### src/hdl/tcr_defs.svh
`ifndef TCR_DEFS_SVH
`define TCR_DEFS_SVH
// clock and machine cycle timing
`define TCR_CLK_NS 50
`define TCR_MC_NS 300
`define TCR_MC_CYC (`TCR_MC_NS / `TCR_CLK_NS)
// register byte offsets
`define TCR_OFS_CTRL 8'h00
`define TCR_OFS_CHCFG 8'h04
`define TCR_OFS_STAT 8'h08
`define TCR_OFS_COUNT 8'h0c
`define TCR_OFS_CC0 8'h10
`define TCR_OFS_CC1 8'h14
`define TCR_OFS_CC2 8'h18
`define TCR_OFS_CC3 8'h1c
`define TCR_OFS_PORT 8'h20
// control register field positions
`define TCR_CTRL_RUN 0
`define TCR_CTRL_DIV12 2
`define TCR_CTRL_RLD 3
`define TCR_CTRL_EXTEN 5
`define TCR_CTRL_EDGE 6
`define TCR_CTRL_SWCAP 7
// status register field positions
`define TCR_ST_OVF 0
`define TCR_ST_EXT 1
`define TCR_ST_CH 2
// port register: read-back of the outputs
`define TCR_PORT_OUT 4
// reset values and the counter maximum
`define TCR_CTRL_RST 8'h00
`define TCR_CHCFG_RST 8'h00
`define TCR_COUNT_RST 16'h0000
`define TCR_CC_RST 16'h0000
`define TCR_PORT_RST 4'h0
`define TCR_CNT_MAX 16'hffff
// bus responses
`define TCR_RESP_OKAY 2'h0
`define TCR_RESP_DECERR 2'h3
`endif

### src/hdl/tcr_pkg.sv
package tcr_pkg;
`include "tcr_defs.svh"
	// counter source selection
	typedef enum logic [1:0] {RUN_STOP, RUN_TIMER, RUN_GATED, RUN_EVENT} tcr_run_t;
	// reload source selection, last code unused
	typedef enum logic [1:0] {RLD_NONE, RLD_OVF, RLD_PIN} tcr_rld_t;
	// per-channel function
	typedef enum logic [1:0] {CH_OFF, CH_CMP0, CH_CMP1, CH_CAP} tcr_chfn_t;
	// one register write as handed from the bus slave
	typedef struct packed {
		logic [7:0] addr;
		logic [31:0] data;
		logic [3:0] strb;
	} tcr_wr_t;

	// word-aligned address inside the map
	function automatic logic tcr_hit(input logic [7:0] a);
		return (a[1:0] == 2'h0) && (a <= `TCR_OFS_PORT);
	endfunction : tcr_hit

	// apply byte enables to an old register value
	function automatic logic [31:0] tcr_merge(input logic [31:0] old, input logic [31:0] d, input logic [3:0] s);
		logic [31:0] v;
		v = old;
		for (int b = 0; b < 4; b++) begin
			if (s[b]) v[8*b +: 8] = d[8*b +: 8];
		end
		return v;
	endfunction : tcr_merge
endpackage : tcr_pkg

### src/hdl/tcr_axil_slave.sv
`timescale 1ns/1ps
module tcr_axil_slave (
	input wire logic core_clk,
	input wire logic resetn,
	input wire logic clkEn,
	input wire logic [7:0] s_axi_awaddr,
	input wire logic s_axi_awvalid,
	output logic s_axi_awready,
	input wire logic [31:0] s_axi_wdata,
	input wire logic [3:0] s_axi_wstrb,
	input wire logic s_axi_wvalid,
	output logic s_axi_wready,
	output logic [1:0] s_axi_bresp,
	output logic s_axi_bvalid,
	input wire logic s_axi_bready,
	input wire logic [7:0] s_axi_araddr,
	input wire logic s_axi_arvalid,
	output logic s_axi_arready,
	output logic [31:0] s_axi_rdata,
	output logic [1:0] s_axi_rresp,
	output logic s_axi_rvalid,
	input wire logic s_axi_rready,
	output logic wrEn,
	output tcr_pkg::tcr_wr_t wr,
	output logic [7:0] rdAddr,
	input wire logic [31:0] rdData
);
	import tcr_pkg::*;
	typedef struct packed {
		logic awrdy;
		logic wrdy;
		logic arrdy;
		logic bvalid;
		logic rvalid;
		logic wrEn;
		logic rdEn;
		logic [1:0] bresp;
		logic [1:0] rresp;
		logic [31:0] rdata;
		tcr_wr_t wr;
		logic [7:0] rdAddr;
	} tcr_axs_t;
	localparam tcr_axs_t RST = '{awrdy: 1'b1, wrdy: 1'b1, arrdy: 1'b1, default: '0};
	tcr_axs_t r;
	tcr_axs_t next_r;

	// address and data taken in either order, one write and one read in flight
	always_comb begin
		next_r = r;
		next_r.wrEn = 1'b0;
		next_r.rdEn = 1'b0;
		if (s_axi_awvalid && r.awrdy) begin
			next_r.wr.addr = s_axi_awaddr;
			next_r.awrdy = 1'b0;
		end
		if (s_axi_wvalid && r.wrdy) begin
			next_r.wr.data = s_axi_wdata;
			next_r.wr.strb = s_axi_wstrb;
			next_r.wrdy = 1'b0;
		end
		if (!r.awrdy && !r.wrdy && !r.bvalid) begin
			next_r.wrEn = 1'b1;
			next_r.bvalid = 1'b1;
			next_r.bresp = tcr_hit(r.wr.addr) ? `TCR_RESP_OKAY : `TCR_RESP_DECERR;
			next_r.awrdy = 1'b1;
			next_r.wrdy = 1'b1;
		end
		if (r.bvalid && s_axi_bready) next_r.bvalid = 1'b0;
		if (s_axi_arvalid && r.arrdy) begin
			next_r.rdAddr = s_axi_araddr;
			next_r.arrdy = 1'b0;
			next_r.rdEn = 1'b1;
		end
		if (r.rdEn) begin
			next_r.rvalid = 1'b1;
			next_r.rdata = rdData;
			next_r.rresp = tcr_hit(r.rdAddr) ? `TCR_RESP_OKAY : `TCR_RESP_DECERR;
		end
		if (r.rvalid && s_axi_rready) begin
			next_r.rvalid = 1'b0;
			next_r.arrdy = 1'b1;
		end
	end

	always_ff @(posedge core_clk or negedge resetn) begin
		if (!resetn) r <= RST;
		else if (clkEn) r <= next_r;
	end

	assign s_axi_awready = r.awrdy;
	assign s_axi_wready = r.wrdy;
	assign s_axi_arready = r.arrdy;
	assign s_axi_bvalid = r.bvalid;
	assign s_axi_bresp = r.bresp;
	assign s_axi_rvalid = r.rvalid;
	assign s_axi_rresp = r.rresp;
	assign s_axi_rdata = r.rdata;
	assign wrEn = r.wrEn;
	assign wr = r.wr;
	assign rdAddr = r.rdAddr;
endmodule : tcr_axil_slave

### src/hdl/tcr_pin_sync.sv
`timescale 1ns/1ps
module tcr_pin_sync #(
	parameter int N = 6
) (
	input wire logic core_clk,
	input wire logic resetn,
	input wire logic clkEn,
	input wire logic tick,
	input wire logic [N-1:0] pins,
	output logic [N-1:0] level,
	output logic [N-1:0] rise,
	output logic [N-1:0] fall
);
	typedef struct packed {
		logic [N-1:0] s1;
		logic [N-1:0] s2;
		logic [N-1:0] smp;
		logic [N-1:0] rise;
		logic [N-1:0] fall;
		logic primed;
	} tcr_sync_t;
	tcr_sync_t r;
	tcr_sync_t next_r;

	// two-flop synchroniser, then one sample per machine cycle
	always_comb begin
		next_r = r;
		next_r.s1 = pins;
		next_r.s2 = r.s1;
		next_r.rise = '0;
		next_r.fall = '0;
		if (tick) begin
			next_r.smp = r.s2;
			next_r.primed = 1'b1;
			if (r.primed) begin
				next_r.rise = r.s2 & ~r.smp;
				next_r.fall = r.smp & ~r.s2;
			end
		end
	end

	always_ff @(posedge core_clk or negedge resetn) begin
		if (!resetn) r <= '0;
		else if (clkEn) r <= next_r;
	end

	assign level = r.smp;
	assign rise = r.rise;
	assign fall = r.fall;
endmodule : tcr_pin_sync

### src/hdl/tcr_timer_capture_compare.sv
// How it works
// - 16-bit counter wrap sets overflow flag
// - timer rate is osc/6 or osc/12
// - gated mode counts only while gate high
// - gate pin sampled once per machine cycle
// - event mode counts gate pin falling edges
// - reload mode 0 reloads counter on wrap
// - reload mode 1 reloads on pin fall
// - reload pin fall sets event flag if enabled
// - channel match drives pin, sets request
// - compare mode 0: high on match, low on wrap
// - compare mode 0 ignores software port writes
// - compare mode 1 copies shadow on match
// - all four registers can capture counter
// - channels 1-3 capture on rising pin edge
// - reload register edge chosen by select bit
// - low-byte write captures one cycle later
// - software capture raises no request
//
// The register addresses and the AXI4-Lite slave port were decided locally.
`timescale 1ns/1ps
`include "tcr_defs.svh"
module tcr_timer_capture_compare (
	input wire logic core_clk,
	input wire logic resetn,
	input wire logic clkEn,
	input wire logic [7:0] s_axi_awaddr,
	input wire logic s_axi_awvalid,
	output logic s_axi_awready,
	input wire logic [31:0] s_axi_wdata,
	input wire logic [3:0] s_axi_wstrb,
	input wire logic s_axi_wvalid,
	output logic s_axi_wready,
	output logic [1:0] s_axi_bresp,
	output logic s_axi_bvalid,
	input wire logic s_axi_bready,
	input wire logic [7:0] s_axi_araddr,
	input wire logic s_axi_arvalid,
	output logic s_axi_arready,
	output logic [31:0] s_axi_rdata,
	output logic [1:0] s_axi_rresp,
	output logic s_axi_rvalid,
	input wire logic s_axi_rready,
	input wire logic gateEventPin,
	input wire logic reloadPin,
	input wire logic [3:0] ccPin,
	output logic [3:0] cmpOut
);
	import tcr_pkg::*;

	localparam int MC_W = $clog2(`TCR_MC_CYC);
	localparam logic [MC_W-1:0] MC_LAST = MC_W'(`TCR_MC_CYC - 1);
	localparam int NCH = 4;
	// pin bundle positions
	localparam int P_GATE = 0;
	localparam int P_RLD = 1;
	localparam int P_CC = 2;

	typedef struct packed {
		logic [MC_W-1:0] mc;
		logic half;
		logic [7:0] ctrl;
		logic [7:0] chCfg;
		logic ovf;
		logic ext;
		logic [NCH-1:0] chFlag;
		logic [15:0] count;
		logic [NCH-1:0][15:0] cc;
		logic [NCH-1:0] shadow;
		logic [NCH-1:0] cmpOut;
		logic [NCH-1:0] swCap;
	} tcr_state_t;

	localparam tcr_state_t RST = '{
		ctrl: `TCR_CTRL_RST,
		chCfg: `TCR_CHCFG_RST,
		count: `TCR_COUNT_RST,
		cc: {NCH{`TCR_CC_RST}},
		shadow: `TCR_PORT_RST,
		cmpOut: `TCR_PORT_RST,
		default: '0
	};

	tcr_state_t r;
	tcr_state_t next_r;
	logic wrEn;
	tcr_wr_t wr;
	logic [7:0] rdAddr;
	logic [31:0] rdData;
	logic [5:0] pinLvl;
	logic [5:0] pinRise;
	logic [5:0] pinFall;
	logic mcTick;
	logic pscTick;
	logic step;
	logic ovfNow;
	logic [15:0] stepVal;
	logic [31:0] wv;
	logic [5:0] clr;
	logic [NCH-1:0] capEv;
	logic [NCH-1:0] match;
	tcr_run_t run;
	tcr_rld_t rld;

	// channel function from the configuration register
	function automatic tcr_chfn_t chFn(input int i);
		return tcr_chfn_t'(r.chCfg[2*i +: 2]);
	endfunction : chFn

	// register read view, shared by the read path and byte-merged writes
	function automatic logic [31:0] regRead(input logic [7:0] a);
		logic [31:0] v;
		v = 32'h0;
		case (a)
			`TCR_OFS_CTRL: v = {24'h0, r.ctrl};
			`TCR_OFS_CHCFG: v = {24'h0, r.chCfg};
			`TCR_OFS_STAT: v = {26'h0, r.chFlag, r.ext, r.ovf};
			`TCR_OFS_COUNT: v = {16'h0, r.count};
			`TCR_OFS_CC0, `TCR_OFS_CC1, `TCR_OFS_CC2, `TCR_OFS_CC3: v = {16'h0, r.cc[a[3:2]]};
			`TCR_OFS_PORT: v = {24'h0, r.cmpOut, r.shadow};
			default: v = 32'h0;
		endcase
		return v;
	endfunction : regRead

	tcr_axil_slave u_bus (
		.core_clk(core_clk),
		.resetn(resetn),
		.clkEn(clkEn),
		.s_axi_awaddr(s_axi_awaddr),
		.s_axi_awvalid(s_axi_awvalid),
		.s_axi_awready(s_axi_awready),
		.s_axi_wdata(s_axi_wdata),
		.s_axi_wstrb(s_axi_wstrb),
		.s_axi_wvalid(s_axi_wvalid),
		.s_axi_wready(s_axi_wready),
		.s_axi_bresp(s_axi_bresp),
		.s_axi_bvalid(s_axi_bvalid),
		.s_axi_bready(s_axi_bready),
		.s_axi_araddr(s_axi_araddr),
		.s_axi_arvalid(s_axi_arvalid),
		.s_axi_arready(s_axi_arready),
		.s_axi_rdata(s_axi_rdata),
		.s_axi_rresp(s_axi_rresp),
		.s_axi_rvalid(s_axi_rvalid),
		.s_axi_rready(s_axi_rready),
		.wrEn(wrEn),
		.wr(wr),
		.rdAddr(rdAddr),
		.rdData(rdData)
	);

	// external pins enter through the synchroniser, sampled per machine cycle
	tcr_pin_sync #(.N(6)) u_pins (
		.core_clk(core_clk),
		.resetn(resetn),
		.clkEn(clkEn),
		.tick(mcTick),
		.pins({ccPin, reloadPin, gateEventPin}),
		.level(pinLvl),
		.rise(pinRise),
		.fall(pinFall)
	);

	assign rdData = regRead(rdAddr);
	assign run = tcr_run_t'(r.ctrl[`TCR_CTRL_RUN +: 2]);
	assign rld = tcr_rld_t'(r.ctrl[`TCR_CTRL_RLD +: 2]);
	assign mcTick = (r.mc == MC_LAST);
	// every machine cycle, or every second one when dividing by twelve
	assign pscTick = mcTick && (!r.ctrl[`TCR_CTRL_DIV12] || r.half);
	assign ovfNow = step && (r.count == `TCR_CNT_MAX);
	assign wv = tcr_merge(regRead(wr.addr), wr.data, wr.strb);
	assign clr = (wrEn && wr.addr == `TCR_OFS_STAT && wr.strb[0]) ? wr.data[5:0] : 6'h0;

	// count source selection
	always_comb begin
		unique case (run)
			RUN_STOP: step = 1'b0;
			RUN_TIMER: step = pscTick;
			RUN_GATED: step = pscTick && pinLvl[P_GATE];
			RUN_EVENT: step = pinFall[P_GATE];
		endcase
	end

	// value taken on a step: reload value on wrap in reload mode 0
	always_comb begin
		if (ovfNow && rld == RLD_OVF) stepVal = r.cc[0];
		else stepVal = r.count + 16'h0001;
	end

	// per-channel compare hits and pin capture events
	always_comb begin
		for (int i = 0; i < NCH; i++) begin
			match[i] = step && (stepVal == r.cc[i]);
			if (i == 0) capEv[i] = r.ctrl[`TCR_CTRL_EDGE] ? pinRise[P_CC] : pinFall[P_CC];
			else capEv[i] = pinRise[P_CC + i];
		end
	end

	// next state of the whole block
	always_comb begin
		next_r = r;
		next_r.mc = mcTick ? '0 : r.mc + MC_W'(1);
		if (mcTick) next_r.half = ~r.half;
		// pending software captures land one cycle after the write
		for (int i = 0; i < NCH; i++) begin
			if (r.swCap[i]) begin
				next_r.cc[i] = r.count;
				next_r.swCap[i] = 1'b0;
			end
		end
		// register writes
		if (wrEn) begin
			case (wr.addr)
				`TCR_OFS_CTRL: next_r.ctrl = wv[7:0];
				`TCR_OFS_CHCFG: next_r.chCfg = wv[7:0];
				`TCR_OFS_CC0, `TCR_OFS_CC1, `TCR_OFS_CC2, `TCR_OFS_CC3: begin
					next_r.cc[wr.addr[3:2]] = wv[15:0];
					if (wr.strb[0] && r.ctrl[`TCR_CTRL_SWCAP] && chFn(int'(wr.addr[3:2])) == CH_CAP) begin
						next_r.swCap[wr.addr[3:2]] = 1'b1;
					end
				end
				`TCR_OFS_PORT: next_r.shadow = wv[3:0];
				default: ;
			endcase
		end
		// write-one-to-clear first, so a same-cycle set wins
		next_r.ovf = r.ovf & ~clr[`TCR_ST_OVF];
		next_r.ext = r.ext & ~clr[`TCR_ST_EXT];
		next_r.chFlag = r.chFlag & ~clr[`TCR_ST_CH +: NCH];
		// counter advance and overflow
		if (step) next_r.count = stepVal;
		if (ovfNow) next_r.ovf = 1'b1;
		// falling edge on the reload pin
		if (pinFall[P_RLD]) begin
			if (rld == RLD_PIN) next_r.count = r.cc[0];
			if (r.ctrl[`TCR_CTRL_EXTEN]) next_r.ext = 1'b1;
		end
		// channels
		for (int i = 0; i < NCH; i++) begin
			unique case (chFn(i))
				CH_OFF: next_r.cmpOut[i] = next_r.shadow[i];
				CH_CMP0: begin
					// port writes never reach the output here
					if (ovfNow) next_r.cmpOut[i] = 1'b0;
					if (match[i]) begin
						next_r.cmpOut[i] = 1'b1;
						next_r.chFlag[i] = 1'b1;
					end
				end
				CH_CMP1: begin
					if (match[i]) begin
						next_r.cmpOut[i] = r.shadow[i];
						next_r.chFlag[i] = 1'b1;
					end
				end
				CH_CAP: begin
					if (!r.ctrl[`TCR_CTRL_SWCAP] && capEv[i]) begin
						next_r.cc[i] = r.count;
						next_r.chFlag[i] = 1'b1;
					end
				end
			endcase
		end
		// software load of the counter overrides hardware
		if (wrEn && wr.addr == `TCR_OFS_COUNT) next_r.count = wv[15:0];
	end

	// all block state in one register, frozen while the clock enable is low
	always_ff @(posedge core_clk or negedge resetn) begin
		if (!resetn) r <= RST;
		else if (clkEn) r <= next_r;
	end

	assign cmpOut = r.cmpOut;
endmodule : tcr_timer_capture_compare

### config.mk
export PLATFORM = sky130hd
export DESIGN_NAME = tcr_timer_capture_compare
export DESIGN_NICKNAME = d
export VERILOG_FILES = /design/src/hdl/tcr_pkg.sv /design/src/hdl/tcr_axil_slave.sv /design/src/hdl/tcr_pin_sync.sv /design/src/hdl/tcr_timer_capture_compare.sv
export VERILOG_INCLUDE_DIRS = /design/src /design/src/hdl
export SDC_FILE = /design/constraint.sdc
export NUM_CORES = 1
export LEC_CHECK = 0
export BUFFER_PORTS_ARGS = -buffer_cell sky130_fd_sc_hd__buf_2
export CORE_MARGIN = 2
export CORE_UTILIZATION = 55
export DETAILED_ROUTE_END_ITERATION = 6
export PLACE_DENSITY = 0.79
export RECOVER_POWER = 50
export REMOVE_ABC_BUFFERS = 1
export SLEW_MARGIN = 20
export SYNTH_ARGS = -nofsm -noshare
export SYNTH_HDL_FRONTEND = slang
export SYNTH_SLANG_ARGS = --single-unit
### constraint.sdc
create_clock -name core_clk -period 8 [get_ports core_clk]
set_input_delay 0.4 -clock core_clk [delete_from_list [all_inputs] [get_ports core_clk]]
set_output_delay 0.4 -clock core_clk [all_outputs]
set_load 0.02 [all_outputs]
* After elaboration in Yosys (flattened, before gate mapping)
Cells that the tools add are included.
** Word-level totals
- Flip-flop bits (word level) :: 223
- Input port bits :: 66
- Logic and storage cells :: 262
- Output and inout bits :: 45
** Operators by class
- Order comparisons :: 5
- Bitwise gates (word level) :: 11
- Shift operators :: 1
- Muxes and demuxes :: 83
- Equal/unequal tests :: 48
- Reduce and logical (&&, ||, !) cells :: 74
- $add $sub $neg :: 2
** Operator list (number)
- 16-bit two-way mux :: 20
- 16-bit case mux with 6 select lines :: 2
- 68-bit two-way mux :: 1
- 16-bit binary-select mux with 2-bit select :: 2
- 64-bit bitwise mux :: 1
- 16-bit equality test :: 4
- 8-bit by 5-bit equality test with 1-bit output, second input constant :: 8
- 64-bit two-way mux :: 1
- 16-bit demux with 2-bit select :: 1
- 8-bit by 4-bit equality test with 1-bit output, second input constant :: 4
- 1-bit two-way mux :: 32
- 1-bit logical AND :: 27
- 2-bit equality test, second input constant :: 12
- 2-bit AND reduction :: 11
- 16-bit by 1-bit adder with 16-bit output, second input constant :: 1
- 16-bit equality test, second input constant :: 1
- 8-bit by 3-bit equality test with 1-bit output, second input constant :: 2
- 8-bit by 6-bit equality test with 1-bit output, second input constant :: 2
- 8-bit by 6-bit less-or-equal comparator with 1-bit output, second input constant :: 2
- 8-bit logical NOT :: 2
- 4-bit two-way mux :: 4
- 8-bit two-way mux :: 2
- 4-bit AND reduction :: 4
- 2-bit logical NOT :: 7
- other kinds (30) :: 71

* Longest topological paths before layout
Gate-level depths: netlist (run 1).
- Word-level depth :: 12
- Gate-level depth with buffers :: 12

* By module
From an unflattened synthesis (run 1), not the netlist that was laid out.
** Second synthesis, totals
- Cells, all modules :: 1582
- Area total of the unflattened synthesis :: 15852.7 µm²
** By module, submodules not included
- tcr_timer_capture_compare :: cells each 1166, area each 10114.7 µm², times used 1
- tcr_axil_slave :: cells each 298, area each 4297.9 µm², times used 1
- tcr_pin_sync :: cells each 118, area each 1440.1 µm², times used 1

* Worst setup path after synthesis (run 1)
Ideal clock, no wire load.
- Path kind :: register to register
- From :: register r[77] (netlist name)
- To :: register r, in the netlist cmpOut[1]
- Setup slack :: 5.244 ns
- Buffers on the path :: 1
- Data required time :: 7.906 ns
- Arrival :: 2.662 ns
- Cell stages (with the launch flop) :: 12
- Path through :: dfrtp_1 -> ha_1 -> nand4_2 -> nor4_4 -> nand4_4 -> buf_6 -> mux2i_1 -> xnor2_1 -> nand4_1 -> nor4_4 -> o221ai_1 -> a211oi_1
** Between the ends
- Longest elaborated chain between the ends :: 8
- Elaborated cells between the ends (all ways) :: 16
- Those cells by class :: add/sub (1); eq/ne (4); mux (7); reduce/logical (4)
** Ends and longest elaborated chain
- start, declared :: RTL line tcr_timer_capture_compare.sv:84 : tcr_state_t r;
- start signal, assigned :: RTL line tcr_timer_capture_compare.sv:272 : else if (clkEn) r <= next_r;
- branches (longest 8 deep; another with 16-bit by 1-bit adder with 16-bit output)
Parallel ways; which one is timed is not known.
A chain may end at the register's enable or synchronous reset.

* Final worst setup path (run 1)
- From :: input port clkEn
- To :: register u_bus.r, in the netlist u_bus.s_axi_rresp[0]
** Between the ends
- Longest elaborated chain between the ends :: 1
** Ends and longest elaborated chain
- start, declared :: RTL line tcr_timer_capture_compare.sv:26 : input wire logic clkEn,
- 2-bit AND reduction (no source line)
- end signal, assigned :: RTL line tcr_axil_slave.sv:87 : else if (clkEn) r <= next_r;
- end, declared :: RTL line tcr_axil_slave.sv:44 : tcr_axs_t r;
No other way between the ends.

==> impl_metrics.json, run 1 <==
{
  "layout_worst_path_cycle_share_pct": 68.8,
  "number_of_antenna_violations_at_the_first_check_in_global_routing": 1,
  "cts.htree.levels": 1,
  "synth-async-reset-ratio_pct": 100,
  "final_antenna_net_count": 0,
  "critPathArrivalTime_ns": 5.88,
  "grt_pass1_vias": 12000,
  "tightest_slew_ns": 4.33,
  "dp_hpwl_um": 31700,
  "worst-setup-path-type": "in2reg",
  "fin_ws_ns": 2.50,
  "leakagePower_nw": 5.91,
  "final_setup_vio_count": 0,
  "floorplan.die_area_mm2": 0.0260,
  "failed_checks": "max-capacitance violations, max-slew violations",
  "final_tns_setup_ns": 0,
  "final_max_slew_viol_count": 247,
  "finalWeightedCongestion": 1.05,
  "fin_nets": 1529,
  "tritoncts": "done",
  "synth.area.top_cells": "sky130_fd_sc_hd__dfrtp_1 37%, sky130_fd_sc_hd__mux2_2 5.5%, sky130_fd_sc_hd__mux4_2 5.5%, sky130_fd_sc_hd__o221ai_1 4.7%, sky130_fd_sc_hd__o21ai_0 4.6%",
  "post_cts.resized_instances": 0,
  "ys.warnings.count": 0,
  "start_util_pct": 56.0,
  "leading_cell_type_in_the_layout_fill_and_taps_excluded": "sky130_fd_sc_hd__dfrtp_1",
  "layout-drive-gt1-share_pct": 16.7,
  "max_freq_ghz": 0.182,
  "synth_cell_type_count": 84,
  "synth_edf_count": 0,
  "grt_setup_unrepaired": "no",
  "min_period_ns": 5.50,
  "worstHoldPathType": "in2reg",
  "netSwitchingPower_mw": 1.98,
  "max-slew-margin-rel_pct": -189,
  "most-common-layout-cells": "199 x sky130_fd_sc_hd__dfrtp_1, 125 x sky130_fd_sc_hd__o21ai_0, 114 x sky130_fd_sc_hd__nor2_1, 94 x sky130_fd_sc_hd__inv_1, 93 x sky130_fd_sc_hd__nand2_1",
  "fp.dieW_um": 161,
  "crit-reg2reg-launch": "r[76]",
  "route.detailed.wl_per_inst_um": 26.2,
  "max_cap_violations": 4,
  "crit_fanout": 91,
  "later_pin_clock_latency_in_the_skew_report_ns": 0.53,
  "crit_buf_inv": 2,
  "portBuffers": 76,
  "flow.area_growth_from_synthesis_pct": 8.11,
  "num_vias": 12300,
  "fp-row-count": 57,
  "drt_iter0_drc": 1837,
  "grt_first_pass_wirelength_um": 71900,
  "element_type_at_the_critical_path_start": "primary input",
  "critical_path.endpoint_type": "flip-flop",
  "worst_ir_drop_vdd_uv": 249,
  "die_height_um": 161,
  "share_clk_of_total_power_pct": 23.7,
  "synth_cells": 1455,
  "dp_slack_ns": 3.87,
  "synth_seq_cells": 203,
  "cts.sinks": 203,
  "ios": 111,
  "comb_power_share_pct": 39.5,
  "setup.worst_path.start": "clkEn",
  "globalRouteOverflowTotal": 0,
  "cts_root_buf": "sky130_fd_sc_hd__clkbuf_16",
  "power_density_cells_mw_per_mm2": 320,
  "worst_path_max_delay_cell": "sky130_fd_sc_hd__clkbuf_1",
  "drc": 0,
  "leading_register_cell_type_out_of_synthesis": "sky130_fd_sc_hd__dfrtp_1",
  "yosysSeqAreaShare_pct": 37.3,
  "status": "complete, but fails checks",
  "drt_pass1_iterations": 7,
  "crit_family": "buffers and inverters",
  "worstPathRequired_ns": 8.38,
  "post-synth-top-area-fraction_pct": 36.7,
  "timing.hold.worst.start": "s_axi_rready",
  "placeableCoreArea_mm2": 0.0243,
  "groute.usage.overall_pct": 36.2,
  "skew_ns": 0.0113,
  "cells_along_the_critical_path": "buf_4 > clkbuf_1 > nand2_1 > o21bai_2 > a21boi_0",
  "syn_area_per_cell_um2": 9.36,
  "clock_tree.buffer_depth": 3,
  "hold_violations": 0,
  "power.share.switching_pct": 42.0,
  "via_to_cell_ratio": 6.90,
  "grt_start_max_net_pins": 92,
  "clock_edge_transition_at_the_registers_on_the_reported_setup_and_hold_paths_ns": 0.06,
  "netlist.top_cell.by_area": "sky130_fd_sc_hd__dfrtp_1",
  "post_synth_instance_area_mm2": 0.0136,
  "timing.critical_path.slowest_cell_delay_ns": 2.73,
  "power_frac_seq_pct": 36.8,
  "cts_inserted_buffers": 23,
  "power_report.internal_total_mw": 2.73,
  "wl_um": 46900
}
-- Yosys cell counts (5+ instances only) --
cell type	count
sky130_fd_sc_hd__a211oi_1	15
sky130_fd_sc_hd__o221ai_1	73
sky130_fd_sc_hd__o21ai_1	6
sky130_fd_sc_hd__nor3b_1	5
sky130_fd_sc_hd__inv_1	94
sky130_fd_sc_hd__a221o_1	6
sky130_fd_sc_hd__a22oi_1	25
sky130_fd_sc_hd__a221oi_1	13
sky130_fd_sc_hd__nand2b_1	15
sky130_fd_sc_hd__mux2i_1	24
sky130_fd_sc_hd__a31oi_1	9
sky130_fd_sc_hd__a21o_1	7
sky130_fd_sc_hd__a22o_1	6
sky130_fd_sc_hd__nand4_1	14
sky130_fd_sc_hd__buf_1	9
sky130_fd_sc_hd__mux2_2	67
sky130_fd_sc_hd__o31ai_1	6
sky130_fd_sc_hd__a21oi_1	94
sky130_fd_sc_hd__buf_2	21
sky130_fd_sc_hd__o22ai_1	6
sky130_fd_sc_hd__dfrtp_1	200
sky130_fd_sc_hd__o22a_1	17
sky130_fd_sc_hd__o211ai_1	12
sky130_fd_sc_hd__mux4_2	33
sky130_fd_sc_hd__nor3_1	17
sky130_fd_sc_hd__xor2_1	13
sky130_fd_sc_hd__and4_1	7
sky130_fd_sc_hd__nor2_1	115
sky130_fd_sc_hd__o21ai_0	125
sky130_fd_sc_hd__xnor2_1	48
sky130_fd_sc_hd__clkbuf_1	79
sky130_fd_sc_hd__ha_1	17
sky130_fd_sc_hd__o21a_1	6
sky130_fd_sc_hd__nand3_1	20
sky130_fd_sc_hd__nand2_1	93
sky130_fd_sc_hd__buf_4	40
sky130_fd_sc_hd__o2bb2ai_1	7
-- worst register-to-register path, delay by kind of cell (launching register included) --
family / cells / cell delay, ns
AND/OR/NAND/NOR: 5 / 1.87
flip-flops: 1 / 0.77
multiplexers: 1 / 0.44
adder cells (fa/ha/maj): 1 / 0.42
AO/OA/AOI/OAI: 2 / 0.38
XOR/XNOR: 1 / 0.34
-- power by group through the flow --
stage	combinational (mW)	sequential [mW]	clock [mW]
after floorplan	1.18	1.70	0
after global placement	1.79	1.71	0
after detailed placement	1.82	1.72	0
after CTS	1.83	1.71	1.12
after global routing	1.99	1.76	1.17
final	1.86	1.74	1.12
-- layout make-up --
cell class              instances  area, µm²
fillers                      2073       9600
repair buffers                102        533
flip-flops and latches        203       5080
clock buffers                  27        601
multi-input cells            1022       7560
inverters                      94        353
clock inverters                15        186
well taps                     324        405
diodes                          1       2.50
-- per-layer routing --
metal | part of all wire (%) | global-route usage, %
met5 | 0 | 0
met2 | 43 | 53.9
met4 | 4.6 | 15.3
met1 | 38 | 49.0
met3 | 13 | 11.3
-- worst paths after layout --
kind                                        end  slack, ns  depth (start not counted)
min in group asynchronous                 r[69]       1.95                          2
max in group asynchronous                  r[9]       2.83                          3
hold reg to reg                  u_pins.rise[5]       0.48                          1
setup / recovery           u_bus.s_axi_rresp[0]       2.50                          5
hold / removal               u_bus.s_axi_rvalid       0.07                          2
setup reg to reg                      cmpOut[1]       3.68                         10
-- through the flow --
stage,power (mW),util (%),hold WS [ns],std cells,cell area [µm²]
6_report,4.72,60.5,0.0677,1788,14700
3_5_place_dp,3.54,57.4,0.412,1744,14000
4_1_cts,4.66,60.7,0.0617,1787,14800
2_1_floorplan,2.88,-,0.104,1319,12900
5_1_grt,4.92,60.5,0.0722,1787,14700
3_3_place_gp,3.50,57.4,0.401,1744,14000
-- kinds of logic after synthesis --
| logic type | Yosys count | share of synthesized area, % |
|---|---|---|
| AND/OR/NAND/NOR | 333 | 12.6 |
| adder cells (fa/ha/maj) | 17 | 1.56 |
| AO/OA/AOI/OAI | 469 | 23.4 |
| flip-flops | 203 | 37.3 |
| buffers and inverters | 245 | 8.16 |
| other | 1 | 0.0275 |
| XOR/XNOR | 62 | 4.09 |
| multiplexers | 125 | 12.9 |
-- registers in the layout, summed over array words and instances (netlist names), 6 cells and up --
| signal | cells |
|---|---|
| r | 114 |
| u_bus.wr | 26 |
| u_bus.s_axi_rdata | 16 |
| u_bus.rdAddr | 8 |
| u_pins.r | 7 |
| u_pins.level | 6 |
| u_pins.next_r | 6 |
-- repair_timing --
action                                 in CTS  in global routing
buffers inserted                            0                  0
endpoints found under the hold margin      68                  0
hold buffers                                1                  0
Power figures use the tool's default switching activity.
==> run 2, diff against run 1 <==
--- a/config.mk
+++ b/config.mk
@@ -6,11 +6,12 @@
 export SDC_FILE = /design/constraint.sdc
 export NUM_CORES = 1
 export LEC_CHECK = 0
+export ABC_AREA = 1
 export BUFFER_PORTS_ARGS = -buffer_cell sky130_fd_sc_hd__buf_2
 export CORE_MARGIN = 2
 export CORE_UTILIZATION = 55
 export DETAILED_ROUTE_END_ITERATION = 6
-export PLACE_DENSITY = 0.79
+export PLACE_DENSITY = 0.82
 export RECOVER_POWER = 50
 export REMOVE_ABC_BUFFERS = 1
 export SLEW_MARGIN = 20
==> constraint.sdc (replaced) <==
create_clock -name core_clk -period 4.52 [get_ports core_clk]
set_input_delay 0.226 -clock core_clk [delete_from_list [all_inputs] [get_ports core_clk]]
set_output_delay 0.226 -clock core_clk [all_outputs]
set_load 0.02 [all_outputs]
==> run 2 against run 1 <==
Effect of this change: the run ends with design-rule violations, max-capacitance violations, max-slew violations left; final cell count rose by 38%; area after synthesis rose by 4.6%; worst hold slack got worse by 0.016 ns; worst setup slack got worse by 1.6 ns; critical path type is now reg2reg; design area rose by 7.3%; synthesized cell count rose by 42%; sequential power rose by 67%; sequential share of layout area fell by 2.4 points; global-route usage rose by 11 points.
==> impl_metrics.json, run 2 <==
{
  "status": "complete, but fails checks",
  "failed_checks": "design-rule violations, max-capacitance violations, max-slew violations",
  "synth_cell_type_count": 52,
  "grt_setup_unrepaired": "no",
  "ff2ff_setup_slack_ns": 0.86,
  "crit_fanout": 12,
  "cts_root_buf": "sky130_fd_sc_hd__clkbuf_16",
  "grt_first_pass_wirelength_um": 93100,
  "final.fill_count": 2353,
  "synth_top_family_by_area": "simple AND/OR/NAND/NOR gates",
  "clock_edge_transition_at_the_registers_on_the_reported_setup_and_hold_paths_ns": 0.06,
  "final_setup_vio_count": 0,
  "layout-drive-gt1-share_pct": 8.63,
  "worst-setup-path-type": "reg2reg",
  "syn_area_per_cell_um2": 6.90,
  "drt_pass1_iterations": 7,
  "via_to_cell_ratio": 6.56,
  "ios": 111,
  "flow.area_growth_from_synthesis_pct": 10.9,
  "final_tns_setup_ns": 0,
  "drt_iter0_drc": 2822,
  "worstHoldPathType": "in2reg",
  "timing.hold.worst.start": "s_axi_awvalid",
  "netlist.top_cell.by_area": "sky130_fd_sc_hd__dfrtp_1",
  "fp.dieW_um": 165,
  "share_of_the_synthesized_area_in_compound_gates_ao_oa_aoi_oai_pct": 25.4,
  "post_synth_xor_area_fraction_pct": 0.861,
  "wl_um": 63500,
  "route.detailed.wl_per_inst_um": 25.8,
  "drc": 8,
  "worst_ir_drop_vdd_uv": 483,
  "groute.usage.overall_pct": 46.8,
  "grt_start_max_net_pins": 142,
  "number_of_antenna_violations_at_the_first_check_in_global_routing": 1,
  "whs_endpoint": "u_bus.s_axi_awready",
  "synth_seq_cells": 203,
  "start_util_pct": 56.2,
  "reg2reg_to": "cmpOut[1]",
  "power_density_cells_mw_per_mm2": 533,
  "num_vias": 16100,
  "netlist_top_cells_count": "562 x sky130_fd_sc_hd__nand2_1, 283 x sky130_fd_sc_hd__o21ai_0, 200 x sky130_fd_sc_hd__dfrtp_1",
  "cts.sinks": 203,
  "cts_setup_buffers": 0,
  "leading_register_cell_type_out_of_synthesis": "sky130_fd_sc_hd__dfrtp_1",
  "cts.htree.levels": 1,
  "largest_register_ffs": 114,
  "synth-async-reset-ratio_pct": 100,
  "max_freq_ghz": 0.273,
  "leakagePower_nw": 7.15,
  "placeableCoreArea_mm2": 0.0253,
  "later_pin_clock_latency_in_the_skew_report_ns": 0.57,
  "whs_path_depth": 4,
  "floorplan.die_area_mm2": 0.0272,
  "cts_inserted_buffers": 24,
  "post_synth_instance_area_mm2": 0.0142,
  "clock_tree.buffer_depth": 3,
  "tritoncts": "done",
  "post-synth-top-area-fraction_pct": 35.1,
  "ys.warnings.count": 0,
  "post_synthesis_adder_cell_area_fraction_pct": 1.49,
  "hold_violations": 0,
  "max-slew-margin-rel_pct": -140,
  "element_type_at_the_critical_path_start": "flip-flop",
  "grt_pass1_vias": 15100,
  "fin_nets": 2198,
  "synth_cells": 2063,
  "post_synth_mux_area_share_pct": 0,
  "crit-reg2reg-launch": "r[77]",
  "globalRouteOverflowTotal": 0,
  "design_power_total_mw": 8.42,
  "min_period_ns": 3.66,
  "finalWeightedCongestion": 1.04,
  "layout_worst_path_cycle_share_pct": 80.9,
  "die_height_um": 165,
  "leading_cell_type_in_the_layout_fill_and_taps_excluded": "sky130_fd_sc_hd__nand2_1",
  "synth.area.top_cells": "sky130_fd_sc_hd__dfrtp_1 35%, sky130_fd_sc_hd__nand2_1 15%, sky130_fd_sc_hd__o21ai_0 9.9%, sky130_fd_sc_hd__a21oi_1 5.1%, sky130_fd_sc_hd__inv_1 4.5%",
  "most-common-layout-cells": "562 x sky130_fd_sc_hd__nand2_1, 281 x sky130_fd_sc_hd__o21ai_0, 200 x sky130_fd_sc_hd__dfrtp_1, 170 x sky130_fd_sc_hd__inv_1, 145 x sky130_fd_sc_hd__a21oi_1",
  "tightest_slew_ns": 3.60,
  "worstPathRequired_ns": 4.96,
  "diodes": 0,
  "max_flop_register": "r",
  "critPathArrivalTime_ns": 4.10,
  "r2r.worst_path.cells": 16,
  "post_synth_and_or_nand_nor_area_fraction_pct": 26.2,
  "portBuffers": 76,
  "synth_most_common_cell": "sky130_fd_sc_hd__nand2_1",
  "fp-row-count": 58,
  "final_antenna_net_count": 0,
  "skew_ns": 0.0316,
  "max_cap_violations": 2,
  "final_max_slew_viol_count": 92,
  "synth_edf_count": 0,
  "critical_path.endpoint_type": "flip-flop",
  "yosysSeqAreaShare_pct": 35.7,
  "dp_hpwl_um": 42300
}
-- run 2: changes by cell type in the layout (fill, tap and decap cells not counted), moves of 42 or more --
| cell | previous run | this run |
|---|---|---|
| sky130_fd_sc_hd__o21ai_0 | 125 | 281 |
| sky130_fd_sc_hd__mux2_2 | 67 | 0 |
| sky130_fd_sc_hd__o221ai_1 | 73 | 1 |
| sky130_fd_sc_hd__xnor2_1 | 48 | 1 |
| sky130_fd_sc_hd__a21oi_1 | 90 | 145 |
| sky130_fd_sc_hd__nand3_1 | 20 | 119 |
| sky130_fd_sc_hd__dlygate4sd3_1 | 1 | 43 |
| sky130_fd_sc_hd__inv_1 | 94 | 170 |
| sky130_fd_sc_hd__nand2_1 | 93 | 562 |
-- run 2: worst max-delay path by stage --
stage	from	end	slack, ns
6_report	r[77]	cmpOut[1]	0.86
5_1_grt	resetn	r[31]	0.36
4_1_cts	r[77]	cmpOut[1]	1.13
3_5_place_dp	r[77]	cmpOut[1]	1.13
3_3_place_gp	r[77]	cmpOut[3]	1.21
2_1_floorplan	r[76]	cmpOut[3]	1.66
-- run 2: report_power, final --
| part | internal [mW] | total (mW) | switching, mW |
|---|---|---|---|
| clock network | 1.11 | 1.97 | 0.862 |
| registers | 2.28 | 2.91 | 0.634 |
| logic | 0.994 | 3.54 | 2.54 |
| total | 4.38 | 8.42 | 4.04 |
-- run 2: layer usage --
metal | global-route usage [%] | part of all wire [%] | vias up
met4 | 32.3 | 9.1 | 0
met5 | 0 | 0 | -
li1 | - | - | 7067
met2 | 71.2 | 42 | 1302
met1 | 55.9 | 35 | 7391
met3 | 15.8 | 13 | 385
-- run 2: cell families (layout without fill, tap and decap cells) --
group	count (synthesis)	count (layout)
xor+xnor	14	14
flops	203	203
compound gates	627	627
other cells	1	16
buf+inv	332	386
fa+ha+maj	17	17
simple gates	869	869
-- run 2: cell type report --
class,count,area [µm²],area share (%)
clock buffers,33,674,4.27
clock inverters,10,111,0.705
inverters,182,683,4.32
multi-input cells,1543,7740,49.0
flip-flops and latches,203,5080,32.2
well taps,330,413,2.61
repair buffers,161,1100,6.94
-- run 2: metrics by stage --
stage	std cells	worst slack, ns	cell area [µm²]	util [%]	hold slack (ns)
CTS	2462	1.13	15900	62.6	0.0258
floorplan	1928	1.66	13500	-	-0.0696
global route	2462	0.359	15800	62.4	0.100
detailed placement	2376	1.13	14600	57.8	0.195
global placement	2376	1.21	14600	57.8	0.189
finish	2462	0.861	15800	62.4	0.0515
-- run 2: critical path, cell delays in order (launching register included) --
cell,delay (ns)
sky130_fd_sc_hd__dfrtp_1,0.60
sky130_fd_sc_hd__ha_1,0.26
sky130_fd_sc_hd__nand3_1,0.25
sky130_fd_sc_hd__nor2_2,0.34
sky130_fd_sc_hd__nand2_1,0.11
sky130_fd_sc_hd__xor2_1,0.64
sky130_fd_sc_hd__nand2_1,0.16
sky130_fd_sc_hd__nand3_1,0.10
sky130_fd_sc_hd__nand2_1,0.17
sky130_fd_sc_hd__nor2_1,0.17
sky130_fd_sc_hd__nand2_1,0.06
sky130_fd_sc_hd__nor2_1,0.13
sky130_fd_sc_hd__nand3_1,0.22
sky130_fd_sc_hd__nand2_1,0.15
sky130_fd_sc_hd__nand2_1,0.06
sky130_fd_sc_hd__nand2_1,0.06
sky130_fd_sc_hd__o21ai_1,0.06
-- run 2: what timing repair did --
item / CTS / global route
hold endpoints to repair: 105 / 0
endpoints found under the setup margin: 0 / 0
hold buffers: 43 / 0
resized for setup: 0 / 0
